--- config.mk ---
export PLATFORM = sky130hd
export DESIGN_NAME = ai_sample_convert_timing
export DESIGN_NICKNAME = d
export VERILOG_FILES = /design/src/rtl/ai_timing_pkg.sv /design/src/rtl/ai_sample_convert_timing.sv
export VERILOG_INCLUDE_DIRS = /design/src /design/src/rtl
export SDC_FILE = /design/constraint.sdc
export NUM_CORES = 1
export LEC_CHECK = 0
export BUFFER_PORTS_ARGS = -buffer_cell sky130_fd_sc_hd__buf_4
export CORE_ASPECT_RATIO = 2
export CORE_UTILIZATION = 60
export DETAILED_ROUTE_END_ITERATION = 8
export PLACE_DENSITY = 0.88
export SYNTH_ARGS = -nofsm -noshare
export SYNTH_HDL_FRONTEND = slang
export SYNTH_SLANG_ARGS = --single-unit
--- constraint.sdc ---
create_clock -name core_clk -period 8.6 [get_ports core_clk]
set_input_delay 0 -clock core_clk [delete_from_list [all_inputs] [get_ports core_clk]]
set_output_delay 0 -clock core_clk [all_outputs]
set_load 0.02 [all_outputs]
--- src/rtl/ai_timing_regs.svh ---
// constants for the acquisition timing engine
// assumes inclusion from the package and the testbench
`ifndef AI_TIMING_REGS_SVH
`define AI_TIMING_REGS_SVH
`define REG_CTRL 4'h0
`define REG_SRC 4'h1
`define REG_SAMPLE_DIV 4'h2
`define REG_CONV_DIV 4'h3
`define REG_SAMPLE_DLY 4'h4
`define REG_CONV_DLY 4'h5
`define REG_CONV_COUNT 4'h6
`define REG_PRE_COUNT 4'h7
`define REG_POST_COUNT 4'h8
`define REG_CMD 4'h9
`define REG_STATUS 4'hA
`define REG_SAMPLES_LEFT 4'hB
`define CLK_HZ 20000000
`define SLOW_BASE_HZ 100000
`define SLOW_BASE_DIV (`CLK_HZ / `SLOW_BASE_HZ)
`define SAMPLE_DLY_RST 16'h0002
`define CONV_DLY_RST 16'h0003
`define CMD_START 0
`define CMD_STOP 1
`define CMD_SOFT_TICK 2
`define CMD_REF 3
`endif

--- src/rtl/ai_timing_pkg.sv ---
// types for the acquisition timing engine
// assumes ai_timing_regs.svh sits beside it
`include "ai_timing_regs.svh"
package ai_timing_pkg;
  typedef enum logic [1:0] {BASE_FAST, BASE_SLOW, BASE_EXT} base_sel_e;
  typedef enum logic [1:0] {TICK_DIV, TICK_CTR, TICK_SOFT, TICK_EXT} tick_src_e;
  typedef enum logic [1:0] {ST_IDLE, ST_PRE, ST_WAIT_REF, ST_POST} acq_state_e;
  typedef struct packed {
    logic enable;
    logic pretrig;
    logic continuous;
    logic soft_start;
    logic level_out;
    logic shared_ext;
    logic conv_internal;
    logic start_edge_fall;
    logic ref_edge_fall;
    logic hold_low;
    logic sample_edge_fall;
    logic conv_edge_fall;
    logic base_edge_fall;
  } ctrl_s;
  typedef struct packed {
    logic ext_sample;
    logic ext_convert;
    logic ext_base;
    logic ext_start;
    logic ext_ref;
    logic hold;
    logic counter_out;
  } ext_in_s;
  typedef struct packed {
    logic sample_line;
    logic convert_line_n;
    logic start_pulse;
    logic running;
  } tick_out_s;
endpackage

--- src/rtl/ai_sample_convert_timing.sv ---
// acquisition sample and conversion timing engine
// assumes synchronous register port and external signals asynchronous to core_clk
// Notes on behaviour
// RULE_01 - each accepted sample tick reads all channels
// RULE_02 - sample tick edge selectable rising or falling
// RULE_03 - internal tick from divider, counter, software
// RULE_04 - routed sample tick active high pulse
// RULE_05 - level mode holds line high whole sample
// RULE_06 - ignore sample ticks outside acquisition
// RULE_07 - hold gate masks sample ticks
// RULE_08 - start event starts divider; stop ends it
// RULE_09 - start to first tick delay, default two
// RULE_10 - external tick source respects convert timing
// RULE_11 - timebase 20 MHz, 100 kHz or external
// RULE_12 - each convert tick one conversion, edge selectable
// RULE_13 - convert divider reloads each tick per sample
// RULE_14 - routed convert tick is active low
// RULE_15 - sample to first convert delay, default three
// RULE_16 - gate all ticks until start event
// RULE_17 - ignore sample ticks until conversions complete
// RULE_18 - ignore convert ticks outside a sample
// RULE_19 - shared external signal converts every tick
// RULE_20 - posttrigger count loaded and decremented
// RULE_21 - pretrigger count then posttrigger count
// RULE_22 - early reference event ignored
// RULE_23 - software start emits start pulse
// RULE_24 - external inputs synchronised and edge detected
//
// Implementation choices: the register offsets and the address-and-strobe port.
`timescale 1ns/10ps
module ai_sample_convert_timing (
  input wire logic core_clk,
  input wire logic rstn,
  input wire logic [3:0] addr,
  input wire logic [15:0] wdata,
  input wire logic wr_stb,
  input wire logic rd_stb,
  output logic [15:0] rdata,
  input wire ai_timing_pkg::ext_in_s ext_in,
  output ai_timing_pkg::tick_out_s tick_out,
  output logic conv_pulse
);
  import ai_timing_pkg::*;

  // ----------------------------------------
  // reset release
  // ----------------------------------------
  logic rst_m_q, rst_n_q;
  always_ff @(posedge core_clk or negedge rstn) begin
    if (!rstn) begin
      rst_m_q <= 1'b0;
      rst_n_q <= 1'b0;
    end else begin
      rst_m_q <= 1'b1;
      rst_n_q <= rst_m_q;
    end
  end

  // ----------------------------------------
  // input synchronisers and edge detect
  // ----------------------------------------
  ext_in_s s1_q, s2_q, s3_q;
  always_ff @(posedge core_clk or negedge rst_n_q) begin
    if (!rst_n_q) begin
      s1_q <= '0;
      s2_q <= '0;
      s3_q <= '0;
    end else begin
      s1_q <= ext_in; // RULE_24
      s2_q <= s1_q;
      s3_q <= s2_q;
    end
  end
  ctrl_s ctrl_q;
  wire rise_sample = s2_q.ext_sample & ~s3_q.ext_sample;
  wire fall_sample = ~s2_q.ext_sample & s3_q.ext_sample;
  wire ext_sample_edge = ctrl_q.sample_edge_fall ? fall_sample : rise_sample; // RULE_02
  wire ext_conv_edge = ctrl_q.conv_edge_fall ?
    (~s2_q.ext_convert & s3_q.ext_convert) : (s2_q.ext_convert & ~s3_q.ext_convert); // RULE_12
  wire ext_base_edge = ctrl_q.base_edge_fall ?
    (~s2_q.ext_base & s3_q.ext_base) : (s2_q.ext_base & ~s3_q.ext_base);
  wire ext_start_edge = ctrl_q.start_edge_fall ?
    (~s2_q.ext_start & s3_q.ext_start) : (s2_q.ext_start & ~s3_q.ext_start);
  wire ext_ref_edge = ctrl_q.ref_edge_fall ?
    (~s2_q.ext_ref & s3_q.ext_ref) : (s2_q.ext_ref & ~s3_q.ext_ref);
  wire ctr_edge = s2_q.counter_out & ~s3_q.counter_out;
  wire hold_active = ctrl_q.hold_low ? ~s2_q.hold : s2_q.hold;

  // ----------------------------------------
  // register port
  // ----------------------------------------
  logic [1:0] base_sel_q;
  logic [1:0] tick_src_q;
  logic [15:0] sample_div_q, conv_div_q, sample_dly_q, conv_dly_q;
  logic [15:0] conv_count_q, pre_count_q, post_count_q;
  logic [15:0] rdata_q;
  wire wr_ctrl = wr_stb & (addr == `REG_CTRL);
  wire wr_cmd = wr_stb & (addr == `REG_CMD);
  wire cmd_start = wr_cmd & wdata[`CMD_START];
  wire cmd_stop = wr_cmd & wdata[`CMD_STOP];
  wire cmd_soft_tick = wr_cmd & wdata[`CMD_SOFT_TICK];
  wire cmd_ref = wr_cmd & wdata[`CMD_REF];
  always_ff @(posedge core_clk or negedge rst_n_q) begin
    if (!rst_n_q) begin
      ctrl_q <= '0;
      base_sel_q <= 2'h0;
      tick_src_q <= 2'h0;
      sample_div_q <= 16'h0001;
      conv_div_q <= 16'h0001;
      sample_dly_q <= `SAMPLE_DLY_RST;
      conv_dly_q <= `CONV_DLY_RST;
      conv_count_q <= 16'h0001;
      pre_count_q <= 16'h0000;
      post_count_q <= 16'h0001;
    end else if (wr_stb) begin
      unique case (addr)
        `REG_CTRL: ctrl_q <= wdata[12:0];
        `REG_SRC: begin
          base_sel_q <= wdata[1:0];
          tick_src_q <= wdata[3:2];
        end
        `REG_SAMPLE_DIV: sample_div_q <= wdata;
        `REG_CONV_DIV: conv_div_q <= wdata;
        `REG_SAMPLE_DLY: sample_dly_q <= wdata;
        `REG_CONV_DLY: conv_dly_q <= wdata;
        `REG_CONV_COUNT: conv_count_q <= wdata;
        `REG_PRE_COUNT: pre_count_q <= wdata;
        `REG_POST_COUNT: post_count_q <= wdata;
        default: ;
      endcase
    end
  end

  // ----------------------------------------
  // timebase selection
  // ----------------------------------------
  logic [7:0] slow_cnt_q;
  wire slow_tick = (slow_cnt_q == 8'((`SLOW_BASE_DIV) - 1));
  always_ff @(posedge core_clk or negedge rst_n_q) begin
    if (!rst_n_q) slow_cnt_q <= 8'h00;
    else slow_cnt_q <= slow_tick ? 8'h00 : slow_cnt_q + 8'h01;
  end
  wire base_tick = (base_sel_q == BASE_FAST) ? 1'b1 :
                   (base_sel_q == BASE_SLOW) ? slow_tick : ext_base_edge; // RULE_11

  // ----------------------------------------
  // acquisition sequencing
  // ----------------------------------------
  acq_state_e state_q;
  logic [15:0] samples_q, div_cnt_q, conv_left_q, cdiv_q;
  logic dly_phase_q, cdly_phase_q, in_sample_q, start_pulse_q, conv_q, samp_pulse_q;
  wire start_evt = ctrl_q.enable &
    (ctrl_q.soft_start ? cmd_start : ext_start_edge);
  wire running = (state_q != ST_IDLE);
  wire div_fire = running & (tick_src_q == TICK_DIV) & base_tick & (div_cnt_q == 16'h0000);
  // raw sample tick from chosen source
  wire raw_sample = (tick_src_q == TICK_DIV) ? div_fire :
                    (tick_src_q == TICK_CTR) ? ctr_edge :
                    (tick_src_q == TICK_SOFT) ? cmd_soft_tick : ext_sample_edge; // RULE_03
  // gating: acquisition, hold, sample in progress
  wire sample_ok = raw_sample & running & ~hold_active & ~in_sample_q; // RULE_06 RULE_07 RULE_16 RULE_17
  wire int_conv = ctrl_q.conv_internal & in_sample_q & base_tick & (cdiv_q == 16'h0000);
  wire shared_conv = ctrl_q.shared_ext & sample_ok; // RULE_19
  wire conv_src = ctrl_q.shared_ext ? 1'b0 : (ctrl_q.conv_internal ? int_conv : ext_conv_edge);
  wire conv_ok = (conv_src & in_sample_q) | shared_conv; // RULE_18
  wire last_conv = (conv_left_q == 16'h0001) | (conv_left_q == 16'h0000);
  wire sample_done = ctrl_q.shared_ext ? shared_conv : (conv_ok & last_conv);
  wire last_sample = (samples_q == 16'h0001) & sample_ok;
  wire ref_evt = ctrl_q.soft_start ? cmd_ref : ext_ref_edge;

  always_ff @(posedge core_clk or negedge rst_n_q) begin
    if (!rst_n_q) begin
      state_q <= ST_IDLE;
      samples_q <= 16'h0000;
    end else begin
      unique case (state_q)
        ST_IDLE: if (start_evt) begin
          state_q <= ctrl_q.pretrig ? ST_PRE : ST_POST;
          samples_q <= ctrl_q.pretrig ? pre_count_q : post_count_q; // RULE_20 RULE_21
        end
        ST_PRE: if (cmd_stop) state_q <= ST_IDLE;
          else if (sample_ok) begin
            if (samples_q <= 16'h0001) state_q <= ST_WAIT_REF;
            else samples_q <= samples_q - 16'h0001;
          end
        ST_WAIT_REF: if (cmd_stop) state_q <= ST_IDLE;
          else if (ref_evt) begin
            state_q <= ST_POST; // RULE_22
            samples_q <= post_count_q; // RULE_21
          end
        ST_POST: if (cmd_stop) state_q <= ST_IDLE;
          else if (sample_ok & ~ctrl_q.continuous) begin
            if (last_sample) state_q <= ST_IDLE; // RULE_08
            samples_q <= samples_q - 16'h0001; // RULE_20
          end
      endcase
    end
  end

  // sample divider with start delay
  always_ff @(posedge core_clk or negedge rst_n_q) begin
    if (!rst_n_q) begin
      div_cnt_q <= 16'h0000;
      dly_phase_q <= 1'b0;
    end else if (start_evt & ~running) begin
      div_cnt_q <= sample_dly_q - 16'h0001; // RULE_08 RULE_09
      dly_phase_q <= 1'b1;
    end else if (running & base_tick) begin
      if (div_cnt_q != 16'h0000) div_cnt_q <= div_cnt_q - 16'h0001;
      else begin
        div_cnt_q <= sample_div_q - 16'h0001;
        dly_phase_q <= 1'b0;
      end
    end
  end

  // per-sample conversion tracking and convert divider
  always_ff @(posedge core_clk or negedge rst_n_q) begin
    if (!rst_n_q) begin
      in_sample_q <= 1'b0;
      conv_left_q <= 16'h0000;
      cdiv_q <= 16'h0000;
      cdly_phase_q <= 1'b0;
    end else if (sample_ok & ~ctrl_q.shared_ext) begin
      in_sample_q <= 1'b1; // RULE_01
      conv_left_q <= conv_count_q;
      cdiv_q <= conv_dly_q - 16'h0001; // RULE_15
      cdly_phase_q <= 1'b1;
    end else if (sample_done | cmd_stop) begin
      in_sample_q <= 1'b0;
      cdiv_q <= conv_dly_q - 16'h0001; // RULE_13
    end else if (in_sample_q) begin
      if (conv_ok) conv_left_q <= conv_left_q - 16'h0001;
      if (ctrl_q.conv_internal & base_tick) begin
        if (cdiv_q != 16'h0000) cdiv_q <= cdiv_q - 16'h0001;
        else begin
          cdiv_q <= conv_div_q - 16'h0001; // RULE_13
          cdly_phase_q <= 1'b0;
        end
      end
    end
  end

  // ----------------------------------------
  // output lines
  // ----------------------------------------
  always_ff @(posedge core_clk or negedge rst_n_q) begin
    if (!rst_n_q) begin
      start_pulse_q <= 1'b0;
      conv_q <= 1'b0;
      samp_pulse_q <= 1'b0;
    end else begin
      start_pulse_q <= start_evt & ~running & ctrl_q.soft_start; // RULE_23
      conv_q <= conv_ok; // RULE_12
      samp_pulse_q <= sample_ok; // RULE_04
    end
  end
  always_comb begin
    tick_out.sample_line = ctrl_q.level_out ? in_sample_q : samp_pulse_q; // RULE_04 RULE_05
    tick_out.convert_line_n = ~conv_q; // RULE_14
    tick_out.start_pulse = start_pulse_q;
    tick_out.running = running;
  end
  assign conv_pulse = conv_q;

  // ----------------------------------------
  // read back
  // ----------------------------------------
  wire [15:0] status = {12'h000, dly_phase_q, cdly_phase_q, in_sample_q, running};
  always_ff @(posedge core_clk or negedge rst_n_q) begin
    if (!rst_n_q) rdata_q <= 16'h0000;
    else if (rd_stb) begin
      unique case (addr)
        `REG_CTRL: rdata_q <= {3'h0, ctrl_q};
        `REG_SRC: rdata_q <= {12'h000, tick_src_q, base_sel_q};
        `REG_SAMPLE_DIV: rdata_q <= sample_div_q;
        `REG_CONV_DIV: rdata_q <= conv_div_q;
        `REG_SAMPLE_DLY: rdata_q <= sample_dly_q;
        `REG_CONV_DLY: rdata_q <= conv_dly_q;
        `REG_CONV_COUNT: rdata_q <= conv_count_q;
        `REG_PRE_COUNT: rdata_q <= pre_count_q;
        `REG_POST_COUNT: rdata_q <= post_count_q;
        `REG_STATUS: rdata_q <= status;
        `REG_SAMPLES_LEFT: rdata_q <= samples_q;
        default: rdata_q <= 16'h0000;
      endcase
    end else rdata_q <= 16'h0000;
  end
  assign rdata = rdata_q;

  // ----------------------------------------
  // checks
  // ----------------------------------------
  idle_gate_a: assert property (@(posedge core_clk) disable iff (!rst_n_q)
    !running |-> !sample_ok) else $error("sample accepted while idle"); // RULE_06
  hold_gate_a: assert property (@(posedge core_clk) disable iff (!rst_n_q)
    hold_active |-> !sample_ok) else $error("sample accepted during hold"); // RULE_07
  busy_gate_a: assert property (@(posedge core_clk) disable iff (!rst_n_q)
    in_sample_q && !sample_done |=> !$rose(samp_pulse_q) || ctrl_q.shared_ext)
    else $error("sample during conversions"); // RULE_17
  conv_gate_a: assert property (@(posedge core_clk) disable iff (!rst_n_q)
    !in_sample_q && !ctrl_q.shared_ext |=> !conv_q) else $error("stray conversion"); // RULE_18
  conv_low_a: assert property (@(posedge core_clk) disable iff (!rst_n_q)
    conv_q |-> !tick_out.convert_line_n) else $error("convert line not low"); // RULE_14
  soft_start_a: assert property (@(posedge core_clk) disable iff (!rst_n_q)
    ctrl_q.soft_start && cmd_start && ctrl_q.enable && !running |=> tick_out.start_pulse)
    else $error("no start pulse"); // RULE_23
  post_load_a: assert property (@(posedge core_clk) disable iff (!rst_n_q)
    state_q == ST_WAIT_REF && ref_evt && !cmd_stop |=> samples_q == $past(post_count_q))
    else $error("posttrigger count not loaded"); // RULE_21
  early_ref_a: assert property (@(posedge core_clk) disable iff (!rst_n_q)
    state_q == ST_PRE |=> state_q != ST_POST) else $error("early reference taken"); // RULE_22
  start_load_a: assert property (@(posedge core_clk) disable iff (!rst_n_q)
    state_q == ST_IDLE && start_evt && !ctrl_q.pretrig |=> samples_q == $past(post_count_q))
    else $error("posttrigger load missing"); // RULE_20

  // ----------------------------------------
  // output line and counter checks
  // ----------------------------------------
  pulse_out_a: assert property (@(posedge core_clk) disable iff (!rst_n_q) // RULE_04
    !ctrl_q.level_out && sample_ok |=> tick_out.sample_line)
    else $error("sample pulse missing");
  level_out_a: assert property (@(posedge core_clk) disable iff (!rst_n_q) // RULE_05
    ctrl_q.level_out && in_sample_q |-> tick_out.sample_line)
    else $error("level output dropped");
  start_gate_a: assert property (@(posedge core_clk) disable iff (!rst_n_q) // RULE_16
    state_q == ST_IDLE && !start_evt |=> state_q == ST_IDLE)
    else $error("run without start");
  shared_conv_a: assert property (@(posedge core_clk) disable iff (!rst_n_q) // RULE_19
    ctrl_q.shared_ext && sample_ok |=> conv_q)
    else $error("shared tick not converted");
  conv_reload_a: assert property (@(posedge core_clk) disable iff (!rst_n_q) // RULE_13
    int_conv && !sample_done && !cmd_stop |=> cdiv_q == $past(conv_div_q) - 16'h0001)
    else $error("convert divider not reloaded");
  start_delay_a: assert property (@(posedge core_clk) disable iff (!rst_n_q) // RULE_09
    start_evt && !running |=> div_cnt_q == $past(sample_dly_q) - 16'h0001)
    else $error("start delay not loaded");
  conv_delay_a: assert property (@(posedge core_clk) disable iff (!rst_n_q) // RULE_15
    sample_ok && !ctrl_q.shared_ext |=> cdiv_q == $past(conv_dly_q) - 16'h0001)
    else $error("convert delay not loaded");
  stop_cmd_a: assert property (@(posedge core_clk) disable iff (!rst_n_q) // RULE_08
    cmd_stop && running |=> !running)
    else $error("stop command ignored");
  post_dec_a: assert property (@(posedge core_clk) disable iff (!rst_n_q) // RULE_20
    state_q == ST_POST && sample_ok && !ctrl_q.continuous && !cmd_stop
    |=> samples_q == $past(samples_q) - 16'h0001)
    else $error("sample count not decremented");
endmodule // ai_sample_convert_timing

; ---- Word-level counts from Yosys, hierarchy flattened
; Index checks and enable logic that the tools add are counted.
[totals]
register_bits = 247
input_bits = 31
output_inout_bits = 21
wordCells = 255
[op_classes]
addsub = 9
magnitude_cmp = 1
n_eq_ne = 36
mux = 63
bitwise_logic = 57
reduce_logical = 32
[op_table]
columns = op, n
row1 = 16-bit 2-to-1 mux, 22
row2 = 16-bit one-hot mux with 11 select lines, 1
row3 = 16-bit by 1-bit subtractor with 16-bit output (second input constant), 8
row4 = 16-bit one-hot mux with 4 select lines, 1
row5 = 16-bit zero test, 3
row6 = 1-bit bitwise AND, 36
row7 = 16-bit by 1-bit == test with 1-bit output (second input constant), 2
row8 = 16-bit nonzero test, 2
row9 = 1-bit 2-to-1 mux, 27
row10 = 2-bit != test (second input constant), 11
row11 = 2-bit AND reduction, 11
row12 = 2-bit 2-to-1 mux, 10
row13 = 1-bit inverter, 18
row14 = 4-bit by 3-bit == test with 1-bit output (second input constant), 4
row15 = 4-bit == test (second input constant), 4
row16 = 16-bit by 1-bit less-or-equal comparator with 1-bit output (second input constant), 1
row17 = 3-bit != test (second input constant), 5
row18 = 2-bit nonzero test, 6
row19 = 8-bit by 1-bit adder with 8-bit output (second input constant), 1
row20 = 4-bit by 2-bit == test with 1-bit output (second input constant), 2
row21 = 8-bit == test (second input constant), 1
row22 = 8-bit 2-to-1 mux, 1
row23 = 2-bit one-hot mux with 4 select lines, 1
row24 = 8-bit AND reduction, 1
row25 = 10 further kinds, 19

; ---- Logic depth before layout (Yosys ltp)
[depth]
ltp_word = 18
ltp_mapped = 16
depth_no_buf = 13

; ---- Least setup slack after synthesis
; OpenSTA, ideal clock, no wires.
[synth_path]
path_type = register to register
startpoint = register state_q[0]
endpoint = register div_cnt_q[14]
setup_time_ns = 0.069
t_arrival_ns = 3.943
t_required_ns = 8.531
slack_ns = 4.588
stages_incl_launch_ff = 17
path_buffers = 3
synth_period_minus_slack_ns = 4.012
path_cell_list = dfrtp_1 -> clkbuf_1 -> nor4bb_1 -> nand4_1 -> nand2_1 -> clkbuf_1 -> buf_1 -> nor2_1 -> a21oi_1 -> ha_1 -> inv_1 -> or3_1 -> a2111oi_0 -> a31oi_1 -> or2_2 -> or4_1 -> nand3_1
[synth_between]
elab_chain_len = 4
word_cells_on_any_way = 6
cone_classes = 1 x mux / 3 x bitwise / 2 x reduce/logical
[synth_lines]
columns = item, line_no
row1 = from (decl), ai_sample_convert_timing.sv:149  ; acq_state_e state_q;
row2 = from (signal assigned), ai_sample_convert_timing.sv:178  ; state_q <= ctrl_q.pretrig ? ST_PRE : ST_POST;
row3 = 2-bit nonzero test *, ai_sample_convert_timing.sv:154  ; wire running = (state_q != ST_IDLE);
row4 = 1-bit inverter, ai_sample_convert_timing.sv:205  ; end else if (start_evt & ~running) begin
row5 = 1-bit bitwise AND, ai_sample_convert_timing.sv:205
row6 = 16-bit 2-to-1 mux / 2-bit nonzero test (equally long branches), --
row7 = to (signal assigned), ai_sample_convert_timing.sv:206  ; div_cnt_q <= sample_dly_q - 16'h0001;
row8 = to (signal assigned), ai_sample_convert_timing.sv:209  ; if (div_cnt_q != 16'h0000) div_cnt_q <= div_cnt_q - 16'h0001;
row9 = to (signal assigned), ai_sample_convert_timing.sv:211  ; div_cnt_q <= sample_div_q - 16'h0001;
row10 = to (decl), ai_sample_convert_timing.sv:150  ; logic [15:0] samples_q, div_cnt_q, conv_left_q, cdiv_q;
; Mark *: on every way between the ends. The rest lies on a longest branch, timed or not.
; A chain may end at the register's enable or synchronous reset.

; ---- Worst setup path after layout
; Same ends and word-level chain as after synthesis.

==> results.txt <==
Ys flop type: dfrtp_1
Slew of the pin with the lowest slew margin: 1329 ps
Worst vdd rail ir drop: 0.0002288 V
Synth Cell Area: 12970 µm²
Sequential fraction of the synthesis area: 47.74%
Final number of hold-violating endpoints: 0
Post-synth net total: 1284
Fin cells: 1577
Post-DP HPWL: 29290 µm
Layout Nets: 1331
Htree depth: 1
GR Layer Usage met3: 4.534%
Pin count of the biggest net entering global routing: 180
Root Driver: clkbuf_16
CP Cell Sequence: buf_4, nor4bb_1, nand4_1, nand2_1, nor2_1, a21oi_1, ha_1, inv_1, or3_1, a2111oi_0, a31oi_1, or2_2, or4_1, nand3_1
Overall fraction of global-route tracks in use: 38.04%
Hold depth: 3
Most frequent cells in the layout: dfrtp_1, mux2_2, nor2_1, nand2_1, a21oi_1
CP endpoint kind: register
Clock sinks: 247
Worst EP required: 9060 ps
Critical path arrival: 4790 ps
Fin worst setup slack: 4267 ps
Inst Count DP: 1511
Pre-CTS WS: 4342 ps
Maximum clock rate: 230.8 MHz
Site Rows: 75
GRT overflow: 0
Final setup skew: 21.53 ps
Iteration-0 DRC Markers: 1075
Total wire length: 41190 µm
Area delta synth->final: 12.74%
Vias in the first global route: 11220
Via count: 11050
CTS tree: yes
Slowest CP cell: nand2_1
Gr busiest metal: met2
Worst-path maximum fanout: 28
Worst setup SP type: register
# IOs: 52
Post-place instance area: 13570 µm²
Final period util: 50.39%
Post-route DRC: 0
Post-Syn Instances: 1245
Drt pass-1 iters: 6
Antenna diodes: 0
Setup bufs post-CTS: 0
Die area: 22240 µm²
TritonCTS Buffers: 23
Design area: 14620 µm²
Share of cells above drive strength 1: 21.56%
Netlist cell types: 78
Global Route met1 Usage: 40.27%
Commonest non-fill, non-tap cell in the layout: dfrtp_1
Synth warn: 0
ANT nets after route: 0
Max Cap Viol: 0
Yosys top cell by area: dfrtp_1
Fin crit period: 4333 ps
Placer congestion estimate: 1.005
Clk slew on worst S/H paths: 70 ps
Deepest clock path buffer count: 3
Core area: 21110 µm²
Sum of negative setup slack: 0 ps
Worst r2r path cells: 14
Vias/cell: 7.007
FF+latch count, synth: 247
RSZ-0062 raised after global routing: no
Pwr/cell area: 280.9 nW/µm²
Top cell type's share of synthesized area: 46.32%
Critical path's largest stage delay: 630 ps
Die Width: 105.9 µm
Initial antenna violation count: 0
Syn Area/Cell: 10.41 µm²
Relative slew slack: 10.70%
IO Port Bufs: 51
EDFF count, synth: 0
First-pass GRT wire length: 63190 µm
Most area-consuming cells after synthesis: dfrtp_1, mux2_2, nor2_1
Crit Path Class: register to register
Status: completed
DR WL/cell: 26.12 µm
Hold Crit Class: input port to register
Initial core utilization: 61.41%
Die height: 209.9 µm
Post-synth ARST share: 100.0%
Latest clock arrival within the worst-skew pair: 540 ps
Max-slew violation count: 0
Lkg Pwr: 0.006026 µW
GR met2 Demand/Resource: 67.16%
Share of the core filled with cells: 69.23%
Final setup fails: 0
==> per-layer routing <==
layer,vias to the layer above,part of all wire [%]
met5,-,0
met1,5406,33
li1,4772,-
met4,0,9.3
met2,640,51
met3,232,6.3
==> logic make-up (layout without fill, tap and decap cells) <==
kind of cell | Yosys count | in the layout | synth area share [%]
and+or+nand+nor | 354 | 354 | 13.84
AOI/OAI and AO/OA | 340 | 340 | 18.21
DFF | 247 | 247 | 47.74
muxes | 164 | 164 | 14.05
buffers and inverters | 94 | 157 | 2.866
xor gates and xnor gates | 37 | 37 | 2.499
adders and majority gates | 8 | 8 | 0.7720
other | 1 | 1 | 0.02892
==> registers in the layout, summed over array words and instances (netlist names), 7 cells and up <==
| name | count |
|---|---|
| cdiv_q | 16 |
| conv_count_q | 16 |
| conv_div_q | 16 |
| conv_dly_q | 16 |
| conv_left_q | 16 |
| ctrl_q | 13 |
| div_cnt_q | 16 |
| post_count_q | 16 |
| pre_count_q | 16 |
| rdata | 16 |
| s1_q | 7 |
| s2_q | 7 |
| sample_div_q | 16 |
| sample_dly_q | 16 |
| samples_q | 16 |
| slow_cnt_q | 8 |
==> worst paths after layout <==
kind	start	end	slack, ps
min reg2reg	s1_q[6]	s2_q[6]	350
min	addr[3]	rdata[3]	30
min in group asynchronous	rstn	rst_n_q	330
max in group asynchronous	rst_n_q	post_count_q[9]	6670
max	state_q[0]	div_cnt_q[14]	4270
max reg2reg	state_q[0]	div_cnt_q[14]	4270
==> report_power, final <==
part	total (µW)	leakage, µW	internal [µW]	switching (µW)
sequential	1890	0.00300	1470	424
clock	1090	0.000381	641	453
combinational	1120	0.00265	503	620
==> per-stage QoR <==
stage	hold slack [ps]	total power, µW
final	34.30	4107
after global routing	33.79	4286
after detailed placement	-216.5	2961
after CTS	25.14	4070
after floorplan	-295.6	2557
after global placement	-217.9	2907
==> worst max-delay path, delay by kind of cell (launching register included) <==
family / cells / cell delay [ps]
buf+inv: 2 / 310
compound gates: 3 / 780
simple gates: 8 / 2580
fa+ha+maj: 1 / 220
flops: 1 / 360
==> repair_timing <==
item	in CTS	in global routing
hold buffers	25	0
endpoints found under the hold margin	138	0
endpoints found under the setup margin	0	0
gates resized for setup	0	0
==> cell type report <==
cell class	count	area, µm²
Clock buffer	32	639.4
Timing Repair Buffer	91	758.2
Multi-Input combinational cell	904	6442
Fill cell	1586	6496
Inverter	25	93.84
Tap cell	269	336.6
Clock inverter	9	153.9
Sequential cell	247	6193
==> cell usage after synthesis, types with 5 or more instances <==
master and n:
a32oi_1 8, and3_1 7, xnor2_1 18, a211oi_1 9
xor2_1 19, a221oi_1 11, buf_2 6, buf_1 6
a31oi_1 41, nor2b_1 9, a22o_1 22, o21bai_1 5
or3_1 12, o21a_1 5, dfrtp_1 240, o22ai_1 6
a22oi_1 34, nand4b_1 5, dfstp_2 7, o21ai_0 51
a21oi_1 66, inv_1 24, nand2b_1 9, nand3_1 23
clkbuf_1 54, o22a_1 10, ha_1 8, or4_1 10
nor4_1 15, and2_1 5, mux2_2 144, a2111oi_0 8
nor2_1 104, or2_2 8, o31ai_1 15, nand4_1 16
nor3b_1 7, mux2i_1 20, nor3_1 30, nand2_1 76
(Power assumes the default switching activity.)
